$ cat config.mk
export PLATFORM = sky130hd
export DESIGN_NAME = master_slave_redundancy_ctrl
export DESIGN_NICKNAME = d
export VERILOG_FILES = /design/src/design/ms_red_pkg.sv /design/src/design/prio_mem_if.sv /design/src/design/prio_table_mem.sv /design/src/design/master_slave_redundancy_ctrl.sv
export VERILOG_INCLUDE_DIRS = /design/src /design/src/design
export SDC_FILE = /design/constraint.sdc
export NUM_CORES = 1
export LEC_CHECK = 0
export ABC_CLOCK_PERIOD_IN_PS = 3350
export BUFFER_PORTS_ARGS = -buffer_cell sky130_fd_sc_hd__buf_2
export CAP_MARGIN = 40
export CORE_ASPECT_RATIO = 1.4
export CORE_UTILIZATION = 23
export CTS_CLUSTER_SIZE = 28
export DETAILED_ROUTE_END_ITERATION = 12
export GPL_TIMING_DRIVEN = 0
export HOLD_SLACK_MARGIN = 0.15
export PLACE_DENSITY_LB_ADDON = 0.1
export SLEW_MARGIN = 40
export SYNTH_ARGS = -nofsm -noshare
export SYNTH_HDL_FRONTEND = slang
export SYNTH_HIERARCHICAL = 1
export SYNTH_SLANG_ARGS = --single-unit
$ cat constraint.sdc
create_clock -name clk -period 3.35 [get_ports clk]
set_input_delay 0.335 -clock clk [delete_from_list [all_inputs] [get_ports clk]]
set_output_delay 0.335 -clock clk [all_outputs]
set_load 0.02 [all_outputs]
$ cat src/design/ms_red_params.svh
// Constants of the master/slave redundancy controller: offsets, bits, resets.
// Assumes inclusion by bare name from every design file that needs them.
//
// Notes on behaviour
// - Slave mode forces cross-connect input priority on the primary path to one.
// - Slave mode forces phase build-out off whatever software programmed.
// - Slave mode forces revertive reference selection on for the primary path.
// - Slave mode forces the primary DPLL onto its acquisition bandwidth.
// - Master mode uses programmed cross-connect priority; zero disables that input.
// - Master mode follows registers; automatic bandwidth picks locked or acquisition.
// - Every pin-forced function is also a register setting used when not forced.
// - Inputs marked invalid in the remote mask are invalid locally too.
// - Primary and secondary paths keep separate input priority tables.
// - A priority of zero disables the input on that path.
// - Locked with build-out off, outputs at reference rate are in phase.
// - Lower primary rates are divisions of the locked reference rate.
// - Secondary outputs keep fixed phase to the secondary selected input.
// - Locked to multiframe sync with build-out off aligns all; frame sync aligns all but multiframe.
// - Table-select bit lets secondary table choose the secondary phase detector input.
// - With build-out off the programmed output phase offset is applied.
// - Build-out dropped while locked makes the DPLL pull back to zero error.
`ifndef MS_RED_PARAMS_SVH
`define MS_RED_PARAMS_SVH

`define NUM_INPUTS      14
`define ADDR_W          6
`define DATA_W          8
`define PRIO_W          4
`define IDX_W           4
`define TBL_AW          5

// Address map
`define TBL_REGION_BIT  5
`define TBL_PATH_BIT    4
`define REG_CTRL        6'h20
`define REG_SEC_CTRL    6'h21
`define REG_RVAL_LO     6'h22
`define REG_RVAL_HI     6'h23
`define REG_LVAL_LO     6'h24
`define REG_LVAL_HI     6'h25
`define REG_PH_OFF      6'h26
`define REG_STATUS      6'h27
`define REG_PRI_SEL     6'h28
`define REG_SEC_SEL     6'h29

// Field positions
`define CTRL_PBO        0
`define CTRL_REV        1
`define CTRL_AUTO_BW    2
`define CTRL_MAN_ACQ    3
`define SEC_TBL_SEL     4
`define SEC_FORCE_MSB   3

// Reset values
`define CTRL_RST        8'h05
`define SEC_CTRL_RST    8'h00
`define RVAL_RST        16'hFFFF
`define PH_OFF_RST      8'h00
`define RD_IDLE         8'h00

// Selection constants
`define XC_INPUT        4'hA
`define XC_SLAVE_PRIO   4'h1
`define PRIO_OFF        4'h0
`define NO_SEL          4'hF
`define REF_FRAME       2'h1
`define REF_MFRAME      2'h2

`endif

$ cat src/design/ms_red_pkg.sv
// Types shared by the redundancy controller and its priority table.
// Assumes the constants header is available on the include path.
package ms_red_pkg;
	typedef logic [3:0] prio_t;
	typedef logic [3:0] idx_t;
	typedef enum logic [1:0] {ALIGN_NONE, ALIGN_BUT_MF, ALIGN_ALL} sync_align_t;
endpackage

$ cat src/design/prio_mem_if.sv
// Carrier between the selection logic and the priority table memory.
// Assumes one clock domain; the controller owns the write and read addresses.
`timescale 1ns/1ps
`default_nettype none
interface prio_mem_if #(parameter int AW = 5, parameter int W = 4);
	logic          we;
	logic [AW-1:0] waddr;
	logic [W-1:0]  wdata;
	logic [AW-1:0] raddr;
	logic [W-1:0]  rdata;
	modport ctrl (output we, output waddr, output wdata, output raddr, input rdata);
	modport mem  (input we, input waddr, input wdata, input raddr, output rdata);
endinterface
`default_nettype wire

$ cat src/design/prio_table_mem.sv
// Priority table memory: one write port, one read port, registered read data.
// Assumes the controller keeps addresses in range; reset clears every entry.
`timescale 1ns/1ps
`default_nettype none
module prio_table_mem #(
	parameter int AW = 5,
	parameter int W  = 4
) (
	// Clock and reset
	input wire logic clk,
	input wire logic sys_rst,
	// Table port
	prio_mem_if.mem  port
);
	logic [W-1:0] mem_r [2**AW];
	logic [W-1:0] rdata_r;

	// A table needs at least one address bit and one data bit
	if (AW < 1 || W < 1)
	begin : g_bad_geom
		$error("table geometry must have AW and W of at least one");
	end

	// Cleared to zero so every input starts disabled until programmed
	always_ff @(posedge clk)
	begin
		if (sys_rst)
		begin
			for (int i = 0; i < 2**AW; i++)
				mem_r[i] <= '0;
		end
		else if (port.we)
			mem_r[port.waddr] <= port.wdata;
	end

	// Read data come out of a register, one cycle after the address
	always_ff @(posedge clk)
	begin
		if (sys_rst)
			rdata_r <= '0;
		else
			rdata_r <= mem_r[port.raddr];
	end

	assign port.rdata = rdata_r;
endmodule // prio_table_mem
`default_nettype wire

$ cat src/design/master_slave_redundancy_ctrl.sv
// Master/slave redundancy control: pin overrides, priority scan, validity merge.
// Assumes the register port master of the house bus and status from DPLLs.
//
// The placing of the registers and the strobed register port were decided locally.
`timescale 1ns/1ps
`default_nettype none
`include "ms_red_params.svh"
module master_slave_redundancy_ctrl #(
	parameter int NIN = `NUM_INPUTS
) (
	// Clock and reset
	input  wire logic                    clk,
	input  wire logic                    sys_rst,
	// Redundancy select pin, high means master
	input  wire logic                    master_slave_select,
	// Register port
	input  wire logic [`ADDR_W-1:0]      addr,
	input  wire logic [`DATA_W-1:0]      wr_data,
	input  wire logic                    wr_en,
	input  wire logic                    rd_en,
	output logic      [`DATA_W-1:0]      rd_data,
	// Reference state from monitors and DPLLs
	input  wire logic [NIN-1:0]          local_valid,
	input  wire logic                    primary_locked,
	input  wire logic                    secondary_locked,
	input  wire logic [1:0]              ref_kind,
	// Effective settings
	output logic                         pbo_active,
	output logic                         revertive_active,
	output logic                         acq_bw_active,
	output logic                         pbo_realign,
	output logic      [`IDX_W-1:0]       primary_sel,
	output logic      [`IDX_W-1:0]       secondary_sel,
	output logic      [`IDX_W-1:0]       secondary_pd_sel,
	output logic      [`DATA_W-1:0]      phase_offset_out,
	output logic                         out_ref_aligned,
	output logic                         secondary_aligned,
	output ms_red_pkg::sync_align_t      sync_align
);
	// ****************************************************************
	// Checks and declarations
	// ****************************************************************
	// The cross-connect input must exist; index 4'hF is kept for no selection
	if (NIN <= int'(`XC_INPUT) || NIN > 15)
	begin : g_bad_nin
		$error("NIN must cover the cross-connect input and stay below 16");
	end

	localparam ms_red_pkg::idx_t LAST = 4'(NIN - 1);

	logic                    ms_s1_r;
	logic                    ms_s2_r;
	logic                    slave;
	logic [`DATA_W-1:0]      ctrl_r;
	logic [`DATA_W-1:0]      sec_ctrl_r;
	logic [15:0]             rval_r;
	logic [`DATA_W-1:0]      ph_off_r;
	logic [NIN-1:0]          eff_valid;
	logic [15:0]             lval16;
	logic                    pbo_eff;
	logic                    rev_eff;
	logic                    acq_eff;
	ms_red_pkg::idx_t        idx_r;
	logic                    path_r;
	logic                    pend_r;
	ms_red_pkg::idx_t        pend_idx_r;
	logic                    pend_path_r;
	logic                    found_r;
	ms_red_pkg::prio_t       best_r;
	ms_red_pkg::idx_t        bidx_r;
	logic                    cur_ok_r;
	ms_red_pkg::prio_t       prio_eff;
	ms_red_pkg::idx_t        cur;
	ms_red_pkg::idx_t        cand_idx;
	ms_red_pkg::idx_t        sel_nxt;
	logic                    usable;
	logic                    better;
	logic                    cur_ok_now;
	logic                    cand_found;
	logic                    rev_path;
	logic                    last;

	prio_mem_if #(.AW(`TBL_AW), .W(`PRIO_W)) mif ();

	prio_table_mem #(.AW(`TBL_AW), .W(`PRIO_W)) u_tbl (
		.clk     (clk),
		.sys_rst (sys_rst),
		.port    (mif)
	);

	// ****************************************************************
	// Select pin synchroniser
	// ****************************************************************
	// Two stages; only the second one is looked at by the logic
	always_ff @(posedge clk)
	begin
		if (sys_rst)
		begin
			ms_s1_r <= 1'b1;
			ms_s2_r <= 1'b1;
		end
		else
		begin
			ms_s1_r <= master_slave_select;
			ms_s2_r <= ms_s1_r;
		end
	end

	assign slave = ~ms_s2_r;

	// ****************************************************************
	// Register file
	// ****************************************************************
	// Software settings stay in force whenever the pin does not override
	always_ff @(posedge clk)
	begin
		if (sys_rst)
		begin
			ctrl_r     <= `CTRL_RST;
			sec_ctrl_r <= `SEC_CTRL_RST;
			rval_r     <= `RVAL_RST;
			ph_off_r   <= `PH_OFF_RST;
		end
		else if (wr_en)
		begin
			case (addr)
				`REG_CTRL:     ctrl_r <= wr_data;
				`REG_SEC_CTRL: sec_ctrl_r <= wr_data;
				`REG_RVAL_LO:  rval_r[7:0] <= wr_data;
				`REG_RVAL_HI:  rval_r[15:8] <= wr_data;
				`REG_PH_OFF:   ph_off_r <= wr_data;
				default:       ;
			endcase
		end
	end

	// Table writes: one word per input, path chosen by one address bit
	assign mif.we    = wr_en && !addr[`TBL_REGION_BIT] && (addr[3:0] <= LAST);
	assign mif.waddr = addr[`TBL_AW-1:0];
	assign mif.wdata = wr_data[`PRIO_W-1:0];

	assign lval16 = 16'(local_valid);

	// Read data stand only in the cycle after the strobe; tables read as zero
	always_ff @(posedge clk)
	begin
		if (sys_rst || !rd_en)
			rd_data <= `RD_IDLE;
		else
		begin
			case (addr)
				`REG_CTRL:     rd_data <= ctrl_r;
				`REG_SEC_CTRL: rd_data <= sec_ctrl_r;
				`REG_RVAL_LO:  rd_data <= rval_r[7:0];
				`REG_RVAL_HI:  rd_data <= rval_r[15:8];
				`REG_LVAL_LO:  rd_data <= lval16[7:0];
				`REG_LVAL_HI:  rd_data <= lval16[15:8];
				`REG_PH_OFF:   rd_data <= ph_off_r;
				`REG_STATUS:   rd_data <= {3'h0, primary_locked, acq_bw_active,
					revertive_active, pbo_active, slave};
				`REG_PRI_SEL:  rd_data <= {4'h0, primary_sel};
				`REG_SEC_SEL:  rd_data <= {4'h0, secondary_sel};
				default:       rd_data <= `RD_IDLE;
			endcase
		end
	end

	// ****************************************************************
	// Pin overrides
	// ****************************************************************
	// Slave forces build-out off, revertive on and acquisition bandwidth
	assign pbo_eff = ms_s2_r & ctrl_r[`CTRL_PBO];
	assign rev_eff = slave | ctrl_r[`CTRL_REV];
	assign acq_eff = slave | (ctrl_r[`CTRL_AUTO_BW] ? !primary_locked
		: ctrl_r[`CTRL_MAN_ACQ]);

	// Remote mask vetoes what the local monitors accept
	assign eff_valid = local_valid & rval_r[NIN-1:0];

	// ****************************************************************
	// Priority scan
	// ****************************************************************
	// Walks every input of both tables in turn, one entry per cycle
	always_ff @(posedge clk)
	begin
		if (sys_rst)
		begin
			idx_r       <= '0;
			path_r      <= 1'b0;
			pend_r      <= 1'b0;
			pend_idx_r  <= '0;
			pend_path_r <= 1'b0;
		end
		else
		begin
			pend_r      <= 1'b1;
			pend_idx_r  <= idx_r;
			pend_path_r <= path_r;
			if (idx_r == LAST)
			begin
				idx_r  <= '0;
				path_r <= ~path_r;
			end
			else
				idx_r <= idx_r + 4'h1;
		end
	end

	assign mif.raddr = {path_r, idx_r};

	// Evaluate the entry whose priority word has just come back
	always_comb
	begin
		if (slave && !pend_path_r && pend_idx_r == `XC_INPUT)
			prio_eff = `XC_SLAVE_PRIO;
		else
			prio_eff = mif.rdata;
		usable     = pend_r && (prio_eff != `PRIO_OFF) && eff_valid[pend_idx_r];
		better     = usable && (!found_r || prio_eff < best_r);
		cur        = pend_path_r ? secondary_sel : primary_sel;
		cur_ok_now = cur_ok_r || (usable && pend_idx_r == cur);
		cand_idx   = better ? pend_idx_r : bidx_r;
		cand_found = found_r || usable;
		rev_path   = pend_path_r ? ctrl_r[`CTRL_REV] : rev_eff;
		last       = pend_r && (pend_idx_r == LAST);
		// Non-revertive keeps a still usable current input
		if (!cand_found)
			sel_nxt = `NO_SEL;
		else if (rev_path || !cur_ok_now)
			sel_nxt = cand_idx;
		else
			sel_nxt = cur;
	end

	// Best candidate of the running pass; cleared at each path boundary
	always_ff @(posedge clk)
	begin
		if (sys_rst || last)
		begin
			found_r  <= 1'b0;
			best_r   <= '0;
			bidx_r   <= '0;
			cur_ok_r <= 1'b0;
		end
		else
		begin
			if (better)
			begin
				found_r <= 1'b1;
				best_r  <= prio_eff;
				bidx_r  <= pend_idx_r;
			end
			cur_ok_r <= cur_ok_now;
		end
	end

	// A selection only moves at the end of a full pass over its table
	always_ff @(posedge clk)
	begin
		if (sys_rst)
		begin
			primary_sel   <= `NO_SEL;
			secondary_sel <= `NO_SEL;
		end
		else if (last && pend_path_r)
			secondary_sel <= sel_nxt;
		else if (last)
			primary_sel <= sel_nxt;
	end

	// ****************************************************************
	// Effective outputs
	// ****************************************************************
	// Registered so every output leaves straight from a flip-flop
	always_ff @(posedge clk)
	begin
		if (sys_rst)
		begin
			pbo_active       <= 1'b1;
			revertive_active <= 1'b0;
			acq_bw_active    <= 1'b1;
			pbo_realign      <= 1'b0;
			phase_offset_out <= `PH_OFF_RST;
			secondary_pd_sel <= '0;
		end
		else
		begin
			pbo_active       <= pbo_eff;
			revertive_active <= rev_eff;
			acq_bw_active    <= acq_eff;
			pbo_realign      <= pbo_active & !pbo_eff & primary_locked;
			phase_offset_out <= pbo_eff ? `PH_OFF_RST : ph_off_r;
			secondary_pd_sel <= sec_ctrl_r[`SEC_TBL_SEL] ? secondary_sel
				: sec_ctrl_r[`SEC_FORCE_MSB:0];
		end
	end

	// Phase relation flags handed to the output dividers
	always_ff @(posedge clk)
	begin
		if (sys_rst)
		begin
			out_ref_aligned   <= 1'b0;
			secondary_aligned <= 1'b0;
			sync_align        <= ms_red_pkg::ALIGN_NONE;
		end
		else
		begin
			out_ref_aligned   <= primary_locked & !pbo_eff;
			secondary_aligned <= secondary_locked;
			if (!(primary_locked && !pbo_eff))
				sync_align <= ms_red_pkg::ALIGN_NONE;
			else if (ref_kind == `REF_MFRAME)
				sync_align <= ms_red_pkg::ALIGN_ALL;
			else if (ref_kind == `REF_FRAME)
				sync_align <= ms_red_pkg::ALIGN_BUT_MF;
			else
				sync_align <= ms_red_pkg::ALIGN_NONE;
		end
	end

	// ****************************************************************
	// Assertions
	// ****************************************************************
	logic [NIN-1:0] eff_valid_d;
	always_ff @(posedge clk)
	begin
		eff_valid_d <= eff_valid;
	end

	slave_pbo_off_a: assert property (@(posedge clk) disable iff (sys_rst)
		!ms_s2_r |=> !pbo_active) else $error("build-out on in slave mode");
	slave_rev_on_a: assert property (@(posedge clk) disable iff (sys_rst)
		!ms_s2_r |=> revertive_active) else $error("revertive off in slave mode");
	slave_acq_bw_a: assert property (@(posedge clk) disable iff (sys_rst)
		!ms_s2_r |=> acq_bw_active) else $error("slave not on acquisition bandwidth");
	auto_bw_a: assert property (@(posedge clk) disable iff (sys_rst)
		ms_s2_r && ctrl_r[`CTRL_AUTO_BW] && primary_locked |=> !acq_bw_active)
		else $error("auto bandwidth ignored lock");
	pin_apply_a: assert property (@(posedge clk) disable iff (sys_rst)
		$fell(master_slave_select) ##1 !master_slave_select |-> ##[1:3] !pbo_active)
		else $error("slave pin not applied in time");
	sel_valid_a: assert property (@(posedge clk) disable iff (sys_rst)
		$changed(primary_sel) && primary_sel != `NO_SEL |-> eff_valid_d[primary_sel])
		else $error("invalid input selected");
	offset_apply_a: assert property (@(posedge clk) disable iff (sys_rst)
		!pbo_eff ##1 $stable(ph_off_r) |-> phase_offset_out == ph_off_r)
		else $error("phase offset not applied");
	realign_pulse_a: assert property (@(posedge clk) disable iff (sys_rst)
		$fell(pbo_eff) && primary_locked |=> pbo_realign)
		else $error("no realign after build-out drop");
	pd_forced_a: assert property (@(posedge clk) disable iff (sys_rst)
		!sec_ctrl_r[`SEC_TBL_SEL] |=> secondary_pd_sel == $past(sec_ctrl_r[`SEC_FORCE_MSB:0]))
		else $error("forced phase detector input ignored");
endmodule // master_slave_redundancy_ctrl
`default_nettype wire

* After elaboration in Yosys (flattened, before gate mapping) *
Memory sizes are Yosys's and may differ from the RTL's. A register that Yosys moved wholly into a read port is not among the register bits.
Cells that the tools add are included.
W data, S select, Z words.

storage, ports and cells
  register bits = 99
  memory bits (writable) = 128
  bits of input ports = 37
  output and inout bits = 36
  word-level logic and storage cells = 119
  memories kept = 1

memories
  memory       depth  width  read ports  clocked after Yosys merged registers in  write ports  line                  source
  u_tbl.mem_r  32     4      1           1                                        32           prio_table_mem.sv:15  logic [W-1:0] mem_r [2**AW];

operators by class
  $add $sub $neg = 1
  magnitude comparators = 3
  eq/ne operators = 16
  mux-type cells = 22
  bitwise operators = 11
  reductions and logical operators = 36

operators by type and width
  kind                   count
  $pmux W8 S10           1
  $eq A6 B6 Y1 const B   10
  $mux W4                7
  $and A14 B14 Y14       1
  $eq A4 B4 Y1 const B   3
  $reduce_and A2 Y1      6
  $logic_and A1 B1 Y1    11
  $mux W1                11
  $logic_not A1 Y1       7
  $logic_or A1 B1 Y1     6
  $reduce_or A2 Y1       3
  $lt A4 B5 Y1 const B   1
  $mux W5                1
  $add A4 B1 Y4 const B  1
  $and A1 B1 Y1          4
  $bmux W1 S4            1
  $eq A4 B4 Y1           1
  $le A4 B4 Y1 const B   1
  $lt A4 B4 Y1           1
  $not A1 Y1             4
  $reduce_bool A4 Y1     1
  $reduce_or A4 Y1       1
  $reduce_or A3 Y1       1
  $eq A2 B1 Y1 const B   1
  3 further kinds        4

* Depth between registers and ports, before layout *
Gate-level depths: netlist (run 1).

  word-level depth = 13
  depth in mapped cells = 12
  gate-level depth less buffers = 10

* By module *
Netlist (run 1), hierarchy kept.

by module, submodules not included
  module                        times used  cells an instance  area each (um^2)  sequential area each (um^2)
  prio_table_mem                1           433                6,306.0           3,923.8
  master_slave_redundancy_ctrl  1           477                4,311.6           1,981.9

* Worst setup path after synthesis (run 1) *
No wires, ideal clock.

  path type = register to register
  start = register pend_idx_r[2]
  end = register best_r[3]
  setup time = 0.129 ns
  arrival = 2.196 ns
  setup slack = 1.025 ns
  cell stages (with the launch flop) = 13
  buffers on the path = 2
  cell sequence = dfxtp_1 > buf_6 > and4bb_1 > nand2_2 > and2_1 > ha_1 > a21oi_1 > nor2b_1 > o31ai_2 > and2_1 > buf_4 > mux2i_1 > nor2_1

between the ends
  word-level cells in the longest chain between the ends = 7
  elaborated cells between the ends (all ways) = 14

RTL lines
  element                                               line                                 source
  start: declaration                                    master_slave_redundancy_ctrl.sv:66   ms_red_pkg::idx_t pend_idx_r;
  start signal: assignment                              master_slave_redundancy_ctrl.sv:197  pend_idx_r <= idx_r;
  $eq A4 B4 Y1 (no line) (*)                            n/a
  $logic_and A1 B1 Y1 (no line) (*)                     n/a
  $mux W4 (*)                                           master_slave_redundancy_ctrl.sv:214  if (slave && !pend_path_r && pend_idx_r == `XC_INPUT)
  named net prio_eff[2]                                 master_slave_redundancy_ctrl.sv:72   ms_red_pkg::prio_t prio_eff;
  branches (longest 3 deep; another with $lt A4 B4 Y1)  n/a
  $logic_and A1 B1 Y1 (*)                               master_slave_redundancy_ctrl.sv:219  better = usable && (!found_r || prio_eff < best_r);
  end signal: assignment                                master_slave_redundancy_ctrl.sv:250  best_r <= prio_eff;
  end: declaration                                      master_slave_redundancy_ctrl.sv:69   ms_red_pkg::prio_t best_r;

Mark *: on every way through the listed nets, which the timed path passes. The select of a mux whose other input is x is not followed.
A chain may end at the register's enable or synchronous reset.

* Worst setup path after layout (run 1) *
  start = register pend_idx_r[3]
  end = register secondary_sel[3]

between the ends
  word-level cells in the longest chain between the ends = 12
  elaborated cells between the ends (all ways) = 23

RTL lines
  element                                               line                                 source
  $eq A4 B4 Y1 (no line) (*)                            n/a
  $logic_and A1 B1 Y1 (no line) (*)                     n/a
  $mux W4 (*)                                           master_slave_redundancy_ctrl.sv:214
  named net prio_eff[2]                                 master_slave_redundancy_ctrl.sv:72
  branches (longest 8 deep; another with $lt A4 B4 Y1)  n/a
  $mux W4 (*)                                           master_slave_redundancy_ctrl.sv:227  if (!cand_found)
  end signal: assignment                                master_slave_redundancy_ctrl.sv:263  secondary_sel <= `NO_SEL;
  end signal: assignment                                master_slave_redundancy_ctrl.sv:266  secondary_sel <= sel_nxt;
  end: declaration                                      master_slave_redundancy_ctrl.sv:33   output logic [`IDX_W-1:0] secondary_sel,

Marked as above.

==> results of run 1 <==
[critical path: stages, from the launching register on]
cell and delay, ns:
dfxtp_1 0.56, and4bb_1 0.28, nand2_2 0.10, and2_1 0.20
ha_1 0.29, a21oi_1 0.13, nor2b_1 0.06, o31ai_2 0.39
nand2_2 0.17, a32oi_1 0.38, a22oi_1 0.16
[path summary, 6_finish.rpt]
check / to / slack, ns / cells after the start
worst min register to register: ms_s2_r / 0.41 / 1
worst max-delay path: secondary_sel[3] / 0.49 / 10
worst min-delay path: rval_r[0] / 0.20 / 3
worst max register to register: secondary_sel[3] / 0.49 / 10
[registers in the layout, summed over array words and instances, names as in the netlist, 2 cells and up]
register,cells
sec_ctrl_r,8
ctrl_r,8
u_tbl/port.rdata,4
idx_r,4
primary_sel,4
rd_data,8
sync_align,2
u_tbl/mem_r,128
ph_off_r,8
pend_idx_r,4
secondary_sel,4
phase_offset_out,8
secondary_pd_sel,4
bidx_r,4
rval_r,16
best_r,4
[metrics by stage]
stage	hold slack [ns]	area (µm²)	setup TNS [ns]
after floorplan	0.389	10600	0
after global placement	0.397	11700	-0.0320
after detailed placement	0.397	11700	0
after CTS	0.166	12700	0
after global routing	0.197	12700	0
final	0.203	12700	0
[final cells by class]
| type | instances | area [µm²] | area share (%) |
|---|---|---|---|
| plain buffers | 55 | 272 | 2.14 |
| clock buffers | 28 | 679 | 5.36 |
| clock inverters | 20 | 141 | 1.12 |
| inverters | 13 | 48.8 | 0.385 |
| multi-input cells | 611 | 4400 | 34.7 |
| flip-flops and latches | 231 | 5910 | 46.6 |
| well taps | 611 | 764 | 6.03 |
| repair buffers | 83 | 470 | 3.71 |
[power by group through the flow]
stage	logic, µW	clock network, µW	registers, µW
2_1_floorplan	373	0	3180
3_3_place_gp	607	0	3200
3_5_place_dp	606	0	3200
4_1_cts	616	2920	3140
5_1_grt	649	3010	3150
6_report	602	2810	3140
[metal layers]
metal	part of all wire (%)	routed length, µm	track usage [%]
met2	55	19200	29.2
met1	39	13800	16.7
met4	2.3	800	4.47
met5	0	0	0
met3	3.7	1300	1.75
[layout by cell type, fill, tap and decap left out, types with 13 or more instances in the layout]
master	count
a21oi_1	27
clkbuf_16	27
clkbuf_1	37
a22oi_1	23
or2_2	35
nor2_1	88
nand2_1	64
and2_1	141
mux2i_1	46
inv_1	13
nand3_1	42
mux4_2	30
buf_2	78
edfxtp_1	128
dfxtp_1	103
[cell families (layout without fill, tap and decap cells)]
kind of cell | after synthesis | after routing | share of synthesized area [%]
xor+xnor | 5 | 5 | 0.412
mux | 86 | 86 | 12.8
simple gates | 429 | 429 | 21.9
buf+inv | 68 | 199 | 3.02
fa+ha+maj | 5 | 5 | 0.589
compound gates | 86 | 86 | 5.69
flops | 231 | 231 | 55.6
==> results.json, run 1 <==
{
  "die_w_um": 184,
  "final_core_util_pct": 28.0,
  "ys_seq_area_share_pct": 55.6,
  "cts_tree": "built",
  "ant_nets": 0,
  "cts_buffer_depth": 3,
  "post-place-ws_ns": 0.00798,
  "die_h_um": 256,
  "grt_pass1_wl_mm": 51.4,
  "drtIter0Drc": 432,
  "ys_seq_elements": 231,
  "cp_max_fo": 7,
  "dp_cells": 1593,
  "layout.nets": 1063,
  "intPower_uw": 4940,
  "p_sw_uw": 1610,
  "min_period_ns": 2.86,
  "start_kind": "flop",
  "period_share_pct": 85.5,
  "synth_cell_type_count": 60,
  "antenna_cells": 0,
  "critPathLaunch": "pend_idx_r[3]",
  "start_util_pct": 23.5,
  "syn2layout_area_growth_pct": 19.4,
  "instances_no_fill": 1652,
  "drc": 0,
  "ctsHoldBuffers": 11,
  "cp.arrival_ns": 3.27,
  "wl_per_cell_um": 21.2,
  "syn_nets": 952,
  "setup_slack_ns": 0.485,
  "syn_inst": 910,
  "maxCapViolCount": 0,
  "grt_max_degree": 15,
  "post_cts_resized": 0,
  "antenna_found_initial": 0,
  "vias_per_cell": 4.38,
  "p_sw_share_pct": 24.6,
  "vias": 7232,
  "gp_congestion": 0.823,
  "synth_top_area_share_pct": 36.2,
  "fin_total_pwr_uw": 6550,
  "post_cts_buffers": 0,
  "hold_viol": 0,
  "groute.usage.overall_pct": 15.0,
  "relSlewSlack_pct": 44.7,
  "numCtsBuffers": 26,
  "clkSlewWorstSetupHoldPaths_ns": 0.07,
  "synth_edf_count": 128,
  "ios": 73,
  "synth_ff_type": "edfxtp_1",
  "fillers": 4764,
  "rsz0062_at_grt": "no",
  "p_leak_uw": 0.00459,
  "clk_latency_ns": 0.55,
  "grt_overflow_total": 0,
  "std_cell_rows": 92,
  "p_per_area_nw_per_um2": 517,
  "status": "finished clean",
  "fmax_mhz": 349,
  "seq_power_share_pct": 47.9,
  "routed_wl_mm": 35.0,
  "clkPwrFrac_pct": 42.9,
  "postSynthAreaPerCell_um2": 11.7,
  "hold_path_class": "in2reg",
  "cts_sinks": 231,
  "io_buffers": 72,
  "skew_ns": 0.0131,
  "die-area_um2": 47000,
  "grt_pass1_vias": 7696,
  "setup_viol": 0,
  "core_um2": 45200,
  "drv_slew": 0,
  "post-synth-top-count-cell": "and2_1",
  "p_comb_share_pct": 9.2,
  "netlist_area_um2": 10600,
  "path_class": "reg2reg",
  "crit_required_ns": 3.76,
  "clockRootBuffer": "clkbuf_16",
  "ys_warn_count": 6,
  "hpwl_mm": 25.9,
  "synth_common_cells": "and2_1, edfxtp_1, dfxtp_1",
  "r2r_start": "pend_idx_r[3]",
  "synth_area_leaders": "edfxtp_1, dfxtp_1, and2_1, mux4_2, mux2i_1",
  "worstMarginPinSlew_ns": 0.830,
  "hold_path_startpoint": "wr_data[0]",
  "endpoint_kind": "flop",
  "drive_gt1_share_pct": 19.9,
  "htreeDepth": 1,
  "synthArstFlopShare_pct": 0,
  "ir_worst_vdd_mv": 0.298,
  "yosysTopAreaCell": "edfxtp_1",
  "first_pass_iters": 5
}
No activity file was read; power rests on OpenSTA's default activity.
==> run 2: changes to the inputs <==
--- a/config.mk
+++ b/config.mk
@@ -11,6 +11,7 @@
 export CAP_MARGIN = 40
 export CORE_ASPECT_RATIO = 1.4
 export CORE_UTILIZATION = 23
+export CTS_BUF_LIST = sky130_fd_sc_hd__clkbuf_16
 export CTS_CLUSTER_SIZE = 28
 export DETAILED_ROUTE_END_ITERATION = 12
 export GPL_TIMING_DRIVEN = 0
==> results.json, run 2 (synthesized netlist as in run 1, its figures left out) <==
{
  "status": "finished clean",
  "holdWs_ns": 0.203,
  "drv_slew": 0,
  "ant_nets": 0,
  "regMostFlops": "u_tbl/mem_r",
  "largest_register_ffs": 128,
  "core_um2": 45200,
  "crit_required_ns": 3.76,
  "drtIter0Drc": 435,
  "mostFrequentLayoutCells": "and2_1, edfxtp_1, dfxtp_1",
  "path_class": "reg2reg",
  "grt_pass1_wl_mm": 51.4,
  "setup_slack_ns": 0.485,
  "die_h_um": 256,
  "grt_pass1_vias": 7696,
  "maxCapViolCount": 0,
  "clkSlewWorstSetupHoldPaths_ns": 0.07,
  "cp.arrival_ns": 3.27,
  "first_pass_iters": 5,
  "antenna_cells": 0,
  "period_share_pct": 85.5,
  "setup_viol": 0,
  "fmax_mhz": 349,
  "highest_layer": "met4",
  "clockRootBuffer": "clkbuf_16",
  "vias_per_cell": 4.38,
  "vias": 7230,
  "min_period_ns": 2.86,
  "hpwl_mm": 25.9,
  "antenna_found_initial": 0,
  "post_cts_buffers": 0,
  "groute.usage.overall_pct": 15.0,
  "clk_latency_ns": 0.55,
  "syn2layout_area_growth_pct": 19.4,
  "post_cts_resized": 0,
  "drive_gt1_share_pct": 19.9,
  "biggestRegsByFlops": "u_tbl/mem_r x128, rval_r x16",
  "numCtsBuffers": 26,
  "layout.nets": 1063,
  "htreeDepth": 1,
  "start_util_pct": 23.5,
  "met2_length_mm": 19.1,
  "grt_max_degree": 15,
  "p_per_area_nw_per_um2": 516,
  "gp_congestion": 0.823,
  "drc": 0,
  "cp_max_fo": 7,
  "relSlewSlack_pct": 44.7,
  "dp_cells": 1593,
  "instances_no_fill": 1652,
  "cts_tree": "built",
  "ctsHoldBuffers": 11,
  "std_cell_rows": 92,
  "skew_ns": 0.0131,
  "ios": 73,
  "start_kind": "flop",
  "cts_sinks": 231,
  "hold_path_class": "in2reg",
  "cts_buffer_depth": 3,
  "routed-wl-met3_mm": 1.30,
  "hold_viol": 0,
  "io_buffers": 72,
  "endpoint_kind": "flop",
  "drt-met1-wl_mm": 13.8,
  "worstMarginPinSlew_ns": 0.830,
  "fillers": 4764,
  "routed_wl_mm": 35.0,
  "p_leak_uw": 0.00460,
  "final_core_util_pct": 28.0,
  "post-place-ws_ns": 0.00798,
  "rsz0062_at_grt": "no",
  "die_w_um": 184,
  "fin_total_pwr_uw": 6550,
  "grt_overflow_total": 0,
  "ir_worst_vdd_mv": 0.298,
  "wl_per_cell_um": 21.2,
  "die-area_um2": 47000,
  "layout_commonest_cell": "and2_1"
}
-- run 2: final cells by class --
| cell class | instances | area (µm²) | share of cell area (%) |
|---|---|---|---|
| clock buffer | 27 | 676 | 5.33 |
| clock inverter | 21 | 145 | 1.14 |
| buffer | 55 | 272 | 2.14 |
| tap | 611 | 764 | 6.03 |
| sequential | 231 | 5910 | 46.6 |
| multi-input combinational | 611 | 4400 | 34.7 |
| inverter | 13 | 48.8 | 0.385 |
| timing repair buffer | 83 | 470 | 3.71 |
-- run 2: power breakdown --
part	switching (µW)	internal, µW	total [µW]
sequential	48.0	3090	3140
combinational	361	241	602
clock	1200	1600	2810
-- run 2: metrics by stage --
step	area [µm²]	TNS (ns)
after detailed placement	11700	0
after global routing	12700	0
after global placement	11700	-0.0320
after CTS	12700	0
after floorplan	10600	0
final	12700	0
-- run 2: worst max-delay path, stage by stage (launching register included) --
cell	delay, ns
dfxtp_1	0.56
and4bb_1	0.28
nand2_2	0.10
and2_1	0.20
ha_1	0.29
a21oi_1	0.13
nor2b_1	0.06
o31ai_2	0.39
nand2_2	0.17
a32oi_1	0.38
a22oi_1	0.16
-- run 2: final timing paths --
path,end,from,depth (start not counted),slack (ns)
max reg2reg,secondary_sel[3],pend_idx_r[3],10,0.49
min reg2reg,ms_s2_r,ms_s1_r,1,0.41
min,rval_r[0],wr_data[0],3,0.20
max,secondary_sel[3],pend_idx_r[3],10,0.49
-- run 2: metal layers --
layer  vias to the layer above  GRT usage [%]
li1                       3479              -
met4                         0           4.47
met3                        40           1.75
met2                       175           29.2
met1                      3536           16.7
met5                         -              0
